[config.mk]
export PLATFORM = sky130hd
export DESIGN_NAME = hpba_agent
export DESIGN_NICKNAME = d
export VERILOG_FILES = /design/src/common/hpba_pkg.sv /design/src/hw/hpba_fifo.sv /design/src/hw/hpba_agent.sv
export SDC_FILE = /design/constraint.sdc
export NUM_CORES = 1
export LEC_CHECK = 0
export CORE_MARGIN = 5
export CORE_UTILIZATION = 55
export DETAILED_ROUTE_END_ITERATION = 12
export DONT_BUFFER_PORTS = 1
export GPL_TIMING_DRIVEN = 0
export MAX_ROUTING_LAYER = met4
export PLACE_DENSITY_LB_ADDON = 0.25
export SYNTH_ARGS = -nofsm -noshare
export SYNTH_HDL_FRONTEND = slang
export SYNTH_HIERARCHICAL = 1
export SYNTH_SLANG_ARGS = --single-unit
[constraint.sdc]
create_clock -name clk -period 40.8 [get_ports clk]
set_clock_uncertainty 0.1 [all_clocks]
set_input_delay 2.04 -clock clk [delete_from_list [all_inputs] [get_ports clk]]
set_output_delay 2.04 -clock clk [all_outputs]
set_load 0.02 [all_outputs]
[src/common/hpba_pkg.sv]
package hpba_pkg;
    // ==========================================================
    // Bus widths
    localparam int ADDR_HI       = 31;
    localparam int ADDR_LO       = 3;
    localparam int ADDR_W        = ADDR_HI - ADDR_LO + 1;
    localparam int DATA_W        = 64;
    localparam int REQ_W         = 5;
    localparam int RESP_W        = 3;
    // ==========================================================
    // Response codes (true sense; inverted on the wire)
    localparam logic [2:0] RESP_IDLE     = 3'h0;
    localparam logic [2:0] RESP_RETRY    = 3'h1;
    localparam logic [2:0] RESP_DEFER    = 3'h2;
    localparam logic [2:0] RESP_RSVD     = 3'h3;
    localparam logic [2:0] RESP_HARDFAIL = 3'h4;
    localparam logic [2:0] RESP_NODATA   = 3'h5;
    localparam logic [2:0] RESP_IWB      = 3'h6;
    localparam logic [2:0] RESP_NORMAL   = 3'h7;
    // ==========================================================
    // Request command encodings used by the sampler
    localparam logic [4:0] REQ_SPECIAL   = 5'h08;
    localparam logic [7:0] SPECIAL_SHUTDOWN = 8'h00;
    // ==========================================================
    // Timing
    localparam int CLK_PERIOD_NS     = 10;
    localparam int PROC_RESET_NS     = 1000;
    localparam int PROC_RESET_CYC    = (PROC_RESET_NS + CLK_PERIOD_NS - 1) / CLK_PERIOD_NS;
    localparam int INIT_PULSE_NS     = 160;
    localparam int INIT_PULSE_CYC    = (INIT_PULSE_NS + CLK_PERIOD_NS - 1) / CLK_PERIOD_NS;
    localparam int CNT_W             = 8;
    localparam int FIFO_DEPTH        = 8;
    localparam logic [7:0] ONE8      = 8'h01;
endpackage : hpba_pkg

[src/hw/hpba_fifo.sv]
`timescale 1ns/1ps
module hpba_fifo #(
    parameter int WIDTH = 64,
    parameter int DEPTH = 8
) (
    input  wire logic             clk,
    input  wire logic             reset,
    input  wire logic             ce,
    input  wire logic [WIDTH-1:0] in_data,
    input  wire logic             in_valid,
    output logic                  in_ready,
    output logic      [WIDTH-1:0] out_data,
    output logic                  out_valid,
    input  wire logic             out_ready
);
    localparam int AW = $clog2(DEPTH);
    typedef struct packed {
        logic [DEPTH-1:0][WIDTH-1:0] mem;
        logic [AW-1:0]               wp;
        logic [AW-1:0]               rp;
        logic [AW:0]                 cnt;
    } hpba_fifo_state_t;
    hpba_fifo_state_t st, next_st;
    logic push, pop;
    assign in_ready  = (st.cnt != (AW+1)'(DEPTH));
    assign out_valid = (st.cnt != '0);
    assign out_data  = st.mem[st.rp];
    assign push      = in_valid && in_ready;
    assign pop       = out_valid && out_ready;
    always_comb begin
        next_st = st;
        if (push) begin
            next_st.mem[st.wp] = in_data;
            next_st.wp = (st.wp == AW'(DEPTH-1)) ? '0 : st.wp + AW'(1);
        end
        if (pop) begin
            next_st.rp = (st.rp == AW'(DEPTH-1)) ? '0 : st.rp + AW'(1);
        end
        next_st.cnt = st.cnt + (AW+1)'(push) - (AW+1)'(pop);
    end
    always_ff @(posedge clk or posedge reset) begin
        if (reset) begin
            st <= '0;
        end else if (ce) begin
            st <= next_st;
        end
    end
endmodule : hpba_fifo

[src/hw/hpba_agent.sv]
`timescale 1ns/1ps
// Function
// - Address and data inverted on wire
// - Hash suffix means asserted low
// - Owner strobes address in first clock
// - Block-next-request throttles new requests
// - Data busy held across multi-clock transfers; here asserted only in a data clock while more words wait in the write buffer
// - Data ready asserted each transfer clock
// - Caching agents report hit and dirty hit
// - Hit plus dirty hit extends snoop
// - Command valid in both request clocks
// - Three response lines encode response type
module hpba_agent
    import hpba_pkg::*;
#(
    parameter int PROC_RESET_CYCLES = PROC_RESET_CYC,
    parameter int FIFO_D            = FIFO_DEPTH
) (
    input  wire logic              clk,
    input  wire logic              reset,
    input  wire logic              ce,
    // System side
    input  wire logic              system_reset_in_n,
    input  wire logic              soft_reset_req,
    output logic                   proc_reset_n,
    output logic                   proc_init_n,
    // Snoop request from PCI / graphics side
    input  wire logic              snoop_req,
    input  wire logic [ADDR_W-1:0] snoop_addr,
    input  wire logic [REQ_W-1:0]  snoop_cmd_a,
    input  wire logic [REQ_W-1:0]  snoop_cmd_b,
    output logic                   snoop_ack,
    output logic                   snoop_blocked,
    output logic                   snoop_hit,
    output logic                   snoop_dirty,
    // Response / data plumbing for processor cycles
    input  wire logic              resp_valid,
    input  wire logic [RESP_W-1:0] resp_code,
    input  wire logic [DATA_W-1:0] wr_data,
    input  wire logic              wr_valid,
    output logic                   wr_ready,
    output logic                   pipe_full,
    // Bus pins
    input  wire logic [ADDR_W-1:0] addr_in_n,
    output logic      [ADDR_W-1:0] addr_out_n,
    output logic                   addr_oe,
    input  wire logic              addr_strobe_in_n,
    output logic                   addr_strobe_out_n,
    output logic                   addr_strobe_oe,
    input  wire logic [REQ_W-1:0]  request_cmd_in_n,
    output logic      [REQ_W-1:0]  request_cmd_out_n,
    output logic                   request_cmd_oe,
    output logic                   priority_bus_req_n,
    input  wire logic              host_lock_n,
    output logic                   block_next_req_n,
    input  wire logic              snoop_hit_in_n,
    input  wire logic              snoop_hit_dirty_n,
    output logic                   target_ready_n,
    output logic                   data_bus_busy_n,
    output logic                   data_ready_n,
    output logic      [DATA_W-1:0] host_data_out_n,
    output logic                   host_data_oe,
    output logic                   defer_n,
    output logic      [RESP_W-1:0] response_code_n
);
    // ==========================================================
    // State
    typedef enum logic [2:0] {S_IDLE, S_REQ_A, S_REQ_B, S_SNOOP, S_DONE} hpba_snp_t;
    typedef struct packed {
        hpba_snp_t           snp;
        logic [ADDR_W-1:0]   addr_n;
        logic                addr_oe;
        logic                ads_n;
        logic                ads_oe;
        logic [REQ_W-1:0]    cmd_n;
        logic                cmd_oe;
        logic                priority_bus_req_n_n;
        logic                bnr_n;
        logic                ack;
        logic                blocked;
        logic                hit;
        logic                dirty;
        logic                req2;          // second clock of observed request
        logic                shut_seen;
        logic [CNT_W-1:0]    rst_cnt;
        logic                prst_n;
        logic [CNT_W-1:0]    init_cnt;
        logic                init_n;
        logic                trdy_n;
        logic                data_bus_busy_n_n;
        logic                data_ready_n_n;
        logic [DATA_W-1:0]   data_n;
        logic                data_oe;
        logic                defer_n;
        logic [RESP_W-1:0]   rs_n;
        logic [CNT_W-1:0]    fill;          // words held in the write buffer
    } hpba_state_t;
    hpba_state_t st, next_st;
    localparam hpba_state_t RESET_ST = '{snp: S_IDLE, addr_n: '1, addr_oe: 1'b0, ads_n: 1'b1, ads_oe: 1'b0,
        cmd_n: '1, cmd_oe: 1'b0, priority_bus_req_n_n: 1'b1, bnr_n: 1'b1, ack: 1'b0, blocked: 1'b0, hit: 1'b0,
        dirty: 1'b0, req2: 1'b0, shut_seen: 1'b0, rst_cnt: '0, prst_n: 1'b0, init_cnt: '0,
        init_n: 1'b1, trdy_n: 1'b1, data_bus_busy_n_n: 1'b1, data_ready_n_n: 1'b1, data_n: '1, data_oe: 1'b0,
        defer_n: 1'b1, rs_n: '1, fill: '0};

    logic [DATA_W-1:0] fifo_data;
    logic              fifo_valid;
    logic              fifo_pop;
    logic              locked;
    logic              new_req;

    // Write data waits here until the bus can take it; back-pressure reaches wr_ready
    hpba_fifo #(.WIDTH(DATA_W), .DEPTH(FIFO_D)) hpba_fifo_i (
        .clk       (clk),
        .reset     (reset),
        .ce        (ce),
        .in_data   (wr_data),
        .in_valid  (wr_valid),
        .in_ready  (wr_ready),
        .out_data  (fifo_data),
        .out_valid (fifo_valid),
        .out_ready (fifo_pop)
    );

    assign locked   = !host_lock_n;
    assign new_req  = !addr_strobe_in_n && st.snp == S_IDLE;
    // Data leaves the buffer only while a response phase is paired with it
    assign fifo_pop = fifo_valid && resp_valid && st.snp == S_IDLE;

    // ==========================================================
    // Next state
    always_comb begin
        next_st         = st;
        next_st.ack     = 1'b0;
        next_st.ads_n   = 1'b1;
        next_st.ads_oe  = 1'b0;
        next_st.data_ready_n_n  = 1'b1;
        next_st.data_bus_busy_n_n  = 1'b1;
        next_st.data_oe = 1'b0;
        next_st.trdy_n  = 1'b1;
        next_st.defer_n = 1'b1;
        next_st.rs_n    = ~RESP_IDLE;
        next_st.blocked = locked && snoop_req;
        // Processor reset held for a fixed time after system reset negates
        if (!system_reset_in_n) begin
            next_st.rst_cnt = '0;
            next_st.prst_n  = 1'b0;
        end else if (st.rst_cnt != CNT_W'(PROC_RESET_CYCLES)) begin
            next_st.rst_cnt = st.rst_cnt + ONE8;
        end else begin
            next_st.prst_n  = 1'b1;
        end
        // Init pulse
        if (st.init_cnt != '0) begin
            next_st.init_cnt = st.init_cnt - ONE8;
            next_st.init_n   = (st.init_cnt == ONE8);
        end else if (st.shut_seen || soft_reset_req) begin
            next_st.init_cnt  = CNT_W'(INIT_PULSE_CYC);
            next_st.init_n    = 1'b0;
            next_st.shut_seen = 1'b0;
        end
        // Second request clock: a new shutdown wins over the clear above
        next_st.req2 = !addr_strobe_in_n;
        if (st.req2 && st.snp == S_IDLE && ~request_cmd_in_n == REQ_SPECIAL
            && ~addr_in_n[7:0] == SPECIAL_SHUTDOWN) begin
            next_st.shut_seen = 1'b1;
        end
        // Pipeline throttle while the write buffer is full
        next_st.bnr_n = wr_ready;
        next_st.fill  = st.fill + CNT_W'(wr_valid && wr_ready) - CNT_W'(fifo_pop);
        // Responses to processor cycles
        if (resp_valid && st.snp == S_IDLE) begin
            next_st.rs_n = ~resp_code;
            if (resp_code == RESP_DEFER || resp_code == RESP_RETRY) begin
                next_st.defer_n = 1'b0;
            end
            if (fifo_valid) begin
                next_st.trdy_n  = 1'b0;
                next_st.data_n  = ~fifo_data;
                next_st.data_oe = 1'b1;
                next_st.data_ready_n_n  = 1'b0;
                next_st.data_bus_busy_n_n  = !(st.fill > ONE8);
            end
        end
        // Snoop sequencer
        unique case (st.snp)
            S_IDLE: begin
                if (snoop_req && !locked && !new_req) begin
                    next_st.priority_bus_req_n_n = 1'b0;
                    next_st.snp    = S_REQ_A;
                end
            end
            S_REQ_A: begin
                if (locked) begin
                    next_st.priority_bus_req_n_n = 1'b1;
                    next_st.snp    = S_IDLE;
                end else if (block_next_req_n && addr_strobe_in_n) begin
                    next_st.ads_n   = 1'b0;
                    next_st.ads_oe  = 1'b1;
                    next_st.addr_n  = ~snoop_addr;
                    next_st.addr_oe = 1'b1;
                    next_st.cmd_n   = ~snoop_cmd_a;
                    next_st.cmd_oe  = 1'b1;
                    next_st.snp     = S_REQ_B;
                end
            end
            S_REQ_B: begin
                next_st.cmd_n = ~snoop_cmd_b;
                next_st.snp   = S_SNOOP;
            end
            S_SNOOP: begin
                next_st.addr_oe = 1'b0;
                next_st.cmd_oe  = 1'b0;
                next_st.priority_bus_req_n_n  = 1'b1;
                // Both lines low means stall; wait for the snoop result
                if (!(!snoop_hit_in_n && !snoop_hit_dirty_n)) begin
                    next_st.hit   = !snoop_hit_in_n;
                    next_st.dirty = !snoop_hit_dirty_n;
                    next_st.ack   = 1'b1;
                    next_st.snp   = S_DONE;
                end
            end
            S_DONE: begin
                next_st.snp = S_IDLE;
            end
        endcase
    end

    // ==========================================================
    // Registers, all on the rising host clock
    always_ff @(posedge clk or posedge reset) begin
        if (reset) begin
            st <= RESET_ST;
        end else if (ce) begin
            st <= next_st;
        end
    end

    assign proc_reset_n       = st.prst_n;
    assign proc_init_n        = st.init_n;
    assign snoop_ack          = st.ack;
    assign snoop_blocked      = st.blocked;
    assign snoop_hit          = st.hit;
    assign snoop_dirty        = st.dirty;
    assign pipe_full          = !st.bnr_n;
    assign addr_out_n         = st.addr_n;
    assign addr_oe            = st.addr_oe;
    assign addr_strobe_out_n  = st.ads_n;
    assign addr_strobe_oe     = st.ads_oe;
    assign request_cmd_out_n  = st.cmd_n;
    assign request_cmd_oe     = st.cmd_oe;
    assign priority_bus_req_n = st.priority_bus_req_n_n;
    assign block_next_req_n   = st.bnr_n;
    assign target_ready_n     = st.trdy_n;
    assign data_bus_busy_n    = st.data_bus_busy_n_n;
    assign data_ready_n       = st.data_ready_n_n;
    assign host_data_out_n    = st.data_n;
    assign host_data_oe       = st.data_oe;
    assign defer_n            = st.defer_n;
    assign response_code_n    = st.rs_n;
endmodule : hpba_agent

# ---- Word-level counts from Yosys, hierarchy flattened
# Cells that the tools add are included.
dict set report classes {
  addsub 8
  magnitude_cmp 4
  n_eq_ne 21
  mux 33
  bitwise_logic 8
  n_reduce_logical 46
}
# operator count
set op_table {}
lappend op_table {{512-bit bitwise mux} 1}
lappend op_table {{64-bit binary-select mux with 3-bit select} 1}
lappend op_table {{64-bit demux with 3-bit select} 1}
lappend op_table {{64-bit two-way mux} 2}
lappend op_table {{72-bit two-way mux} 1}
lappend op_table {{68-bit two-way mux} 1}
lappend op_table {{64-bit NOT} 1}
lappend op_table {{41-bit two-way mux} 1}
lappend op_table {{9-bit two-way mux} 4}
lappend op_table {{29-bit NOT} 1}
lappend op_table {{4-bit AND reduction} 5}
lappend op_table {{1-bit logical AND} 15}
lappend op_table {{3-bit two-way mux} 5}
lappend op_table {{5-bit NOT} 3}
lappend op_table {{3-bit one-hot mux with 5 select lines} 1}
lappend op_table {{2-bit != test (second input constant)} 5}
lappend op_table {{5-bit one-hot mux with 2 select lines} 1}
lappend op_table {{2-bit AND reduction} 5}
lappend op_table {{3-bit by 2-bit equality test with 1-bit output (second input constant)} 3}
lappend op_table {{3-bit equality test (second input constant)} 3}
lappend op_table {{1-bit two-way mux} 9}
lappend op_table {{3-bit AND reduction} 3}
lappend op_table {{8-bit by 1-bit adder with 8-bit output} 1}
lappend op_table {{8-bit by 1-bit adder with 8-bit output (second input constant)} 1}
lappend op_table {{30 further kinds} 46}
dict set report totals {
  register_bits 669
  in_bits 152
  out_inout_bits 120
  wordCells 158
}

# ---- Logic depth before layout (Yosys ltp)
dict set report logic_depth {
  word_depth 6
  ltp_mapped 14
  depth_no_buf 14
}

# ---- Hierarchy
# Netlist, hierarchy kept.
# module n_inst cells_per_inst area_each_um2 seq_area_each_um2
set by_module_without_submodules {}
lappend by_module_without_submodules {hpba_fifo 1 1375 23500.0 13062.5}
lappend by_module_without_submodules {hpba_agent 1 708 7025.5 3763.6}

# ---- Worst setup path after synthesis
# No wires, ideal clock.
dict set report synth_path {
  kind {input to register}
  startpoint {input resp_valid}
  endpoint {register st[6] (netlist name)}
  setup_ns 0.122
  arrival_time_ns 3.742
  setup_slack_ns 36.836
  stages 10
  cell_sequence {nand2_1 > nor2_1 > ha_1 > inv_1 > ha_1 > fa_1 > a211o_1 > a31oi_1 > mux2i_1 > nand2_1}
}
# element line_no
set synth_rtl {}
lappend synth_rtl {{from (decl)} hpba_agent.sv:37} ;# input wire logic resp_valid,

# ---- Worst setup path after layout
dict set report layout_path {
  startpoint {input ce}
  endpoint {register st, in the netlist host_data_out_n[13]}
}
dict set report layout_between {
  elab_chain_len 1
}
# element line_no
set layout_rtl {}
lappend layout_rtl {{from (decl)} hpba_agent.sv:21} ;# input wire logic ce,
lappend layout_rtl {{3-bit AND reduction (no source line)} n/a}
lappend layout_rtl {{to (signal assigned)} hpba_agent.sv:234} ;# st <= next_st;
lappend layout_rtl {{to (decl)} hpba_agent.sv:98} ;# hpba_state_t st, next_st;
# Every way passes these cells.
# A chain may end at the register's enable or synchronous reset.

==> results.sh <==
export IMPL_holdBufCountCts=0
export IMPL_wl_um=69300
export IMPL_endpoint_kind="flip-flop"
export IMPL_cellLeakagePower_uw=0.0147
export IMPL_critPathSlowestCell="nand3_1"
export IMPL_diodes=0
export IMPL_instances_no_fill=2964
export IMPL_synth_area_leader_cell="dfrtp_1"
export IMPL_setup_viol=0
export IMPL_cts_clk_slew_worst_paths_ps=60
export IMPL_cts_buffers=72
export IMPL_num_io_pins=272
export IMPL_rsz0062_at_grt="no"
export IMPL_setup_tns_ps=0
export IMPL_vias=17300
export IMPL_place_hpwl_um=46600
export IMPL_crit_required_ps=41190
export IMPL_fmax_ghz=0.233
export IMPL_io_buffers=0
export IMPL_place_congestion=0.836
export IMPL_slew_violations=0
export IMPL_grt_pass1_wl_um=110000
export IMPL_cts_tree="yes"
export IMPL_critPathMaxStageDelay_ps=720
export IMPL_cts_resized=0
export IMPL_synth_edf_count=0
export IMPL_cts_buffer_depth=3
export IMPL_grt_util_all_layers_pct=23.9
export IMPL_yosysSeqAreaShare_pct=55.1
export IMPL_status="complete, no violations"
export IMPL_ys_ff_latch=667
export IMPL_core_um2=55100
export IMPL_cts_sinks=667
export IMPL_cts_root_buf="clkbuf_16"
export IMPL_grt_max_degree=134
export IMPL_syn_area_um2=30500
export IMPL_nets=2344
export IMPL_synth_area_leaders="dfrtp_1 46%, mux2_2 20%, mux4_2 9.4%, dfstp_2 9.3%, buf_4 2.5%"
export IMPL_area_growth_pct=11.1
export IMPL_vias_per_cell=5.83
export IMPL_yosys_warnings=6
export IMPL_htree_levels=3
export IMPL_period_needed_ps=4300
export IMPL_syn_area_per_cell_um2=14.7
export IMPL_rows=86
export IMPL_post_cts_buffers=0
export IMPL_die_area_um2=60300
export IMPL_syn_inst=2083
export IMPL_maxCapViolCount=0
export IMPL_synth_top_cell_area_share_pct=45.8
export IMPL_crit_type="in -> reg"
export IMPL_clk_latency_ps=590
export IMPL_drc_errors=0
export IMPL_antenna_found_initial=2
export IMPL_path_common_cell="clkbuf_1"
export IMPL_dr_pass1_iters=4
export IMPL_synthDistinctLibCells=63
export IMPL_arrival_ps=4680
export IMPL_nFillCells=4139
export IMPL_fin_crit_sh_pct=10.5
export IMPL_setup_slack_ps=36500
export IMPL_grt_pass1_vias=18800
export IMPL_async_flop_share_pct=100
export IMPL_synth_ff_type="dfrtp_1"
export IMPL_finalHoldViolCount=0
export IMPL_p_total_uw=2860
export IMPL_drive_gt1_share_pct=47.8
export IMPL_path_cells="nor4b_1, nand3_1, clkbuf_1, clkbuf_1, nand2_1, o21ai_1"
export IMPL_worstSetupStartpointType="input pin"
export IMPL_dr_first_iter_drc_count=1086
export IMPL_hp_class="reg -> reg"
export IMPL_dp_cells=2836
export IMPL_worstMarginPinSlew_ps=1320
export IMPL_ant_nets=0
export IMPL_floorplan_initialDensity_pct=55.4
export IMPL_max_slew_margin_rel_pct=11.4
export IMPL_syn_num_nets=2265
export IMPL_power_density_nw_per_um2=84.5
export IMPL_dp_slack_ps=35810
export IMPL_path_max_fanout=10
export IMPL_die_h_um=246
export IMPL_grt_overflow=0
export IMPL_peakVddDrop_mv=0.0447
export IMPL_routedWlPerCell_um=23.4
export IMPL_die_w_um=246
-- state kept, by name, indices dropped and copies added (netlist names) --
register            flops
snoop_hit               1
addr_strobe_out_n       1
proc_reset_n            1
addr_strobe_oe          1
response_code_n         3
st                     29
proc_init_n             1
addr_out_n             29
target_ready_n          1
request_cmd_out_n       5
host_data_oe            1
block_next_req_n        1
data_bus_busy_n         1
defer_n                 1
snoop_blocked           1
priority_bus_req_n      1
addr_oe                 1
snoop_ack               1
host_data_out_n        64
hpba_fifo_i/st        522
snoop_dirty             1
-- cells in the mapped netlist, types with 3 or more instances --
cell,instances
a31oi_1,4
a21o_1,3
dfrtp_1,559
clkbuf_1,48
mux2_1,56
xnor2_1,5
ha_1,28
nand2b_1,12
nand2_1,89
buf_1,6
or3b_1,3
o21ai_1,69
nand4_1,6
o21ai_0,16
o21bai_1,4
nor3_4,6
nor2_1,61
o22ai_1,9
nand3_1,9
or3_1,6
buf_2,51
buf_6,14
mux2_2,532
a22o_1,3
nor3_1,3
inv_1,33
mux2i_1,5
dfstp_2,108
mux4_2,128
a21oi_1,55
o31ai_1,5
nor4_1,3
buf_4,103
-- worst paths after layout --
path / from / endpoint / slack, ps / cells after the start
worst min-delay path: host_data_out_n[19] / host_data_out_n[19] / 360 / 2
worst max-delay path: ce / host_data_out_n[13] / 36500 / 6
worst max register to register: hpba_fifo_i/st[2] / host_data_out_n[12] / 37120 / 8
min in group asynchronous: reset / hpba_fifo_i/st[232] / 1220 / 1
worst min register to register: host_data_out_n[19] / host_data_out_n[19] / 360 / 2
max in group asynchronous: reset / hpba_fifo_i/st[516] / 37430 / 4
-- per-stage QoR --
step,hold slack [ps],area [um^2],util [%]
final,363,33900,61.5
after floorplan,345,30500,-
after global placement,353,31500,57.1
after CTS,366,33900,61.5
after detailed placement,358,31600,57.4
after global routing,381,33900,61.5
-- logic make-up (layout without fill, tap and decap cells) --
family	after synthesis	count (layout)	share of synthesized area (%)
flip-flops	667	667	55.1
AO/OA/AOI/OAI	186	186	3.47
AND/OR/NAND/NOR	217	217	3.67
multiplexers	722	722	31.3
adder cells (fa/ha/maj)	30	30	1.28
buffers and inverters	256	389	4.97
XOR/XNOR	5	5	0.143
-- cells in the final DEF (no fill, tap or decap), drive strengths merged, types with 2 or more instances in the layout --
master and count:
a21o 3, a41oi 2, mux4 128, fa 2, o31ai 7, a21oi 55
nor3 9, buf 179, clkbuf 159, nor4b 2, nor4 5, nor3b 2
xnor2 5, or4 2, nor2 61, nand2b 12, a31oi 4, ha 28
o21ai 85, clkinv 11, or3 6, nand4 6, o22ai 9, nand3b 2
inv 34, dfrtp 559, mux2 589, and2 2, nand2 89, a32o 2
or3b 4, a22o 3, dfstp 108, o21bai 4, o21a 2, bufinv 5
nand4b 2, mux2i 5, nand3 10, o22a 2
-- critical path, delay by kind of cell --
kind	cells	cell delay [ps]
buf+inv	2	1110
compound gates	1	70
simple gates	3	1420
-- power breakdown --
part,switching (uW),internal (uW),total [uW],leakage [uW]
Combinational,472,586,1060,0.00549
Sequential,164,1000,1170,0.00809
Clock,255,381,637,0.00112
-- layout make-up --
class                           instances  area (um^2)  share of cell area, %
Timing Repair Buffer                    5          138                  0.406
Inverter                               34          140                  0.413
Tap cell                              748          936                   2.76
Buffer                                222         1390                   4.10
Multi-Input combinational cell       1160        12200                   35.9
Clock inverter                         17          210                  0.620
Clock buffer                          111         2080                   6.13
Sequential cell                       667        16800                   49.6
-- per-layer routing --
layer / vias up / global-route usage [%] / part of all wire [%]
met1: 9159 / 31.2 / 42
met5: - / - / 0
li1: 7633 / - / -
met4: 0 / 6.33 / 2.2
met2: 398 / 38.7 / 50
met3: 101 / 4.91 / 5.8
Note: power is estimated with default switching activity, not from simulation.
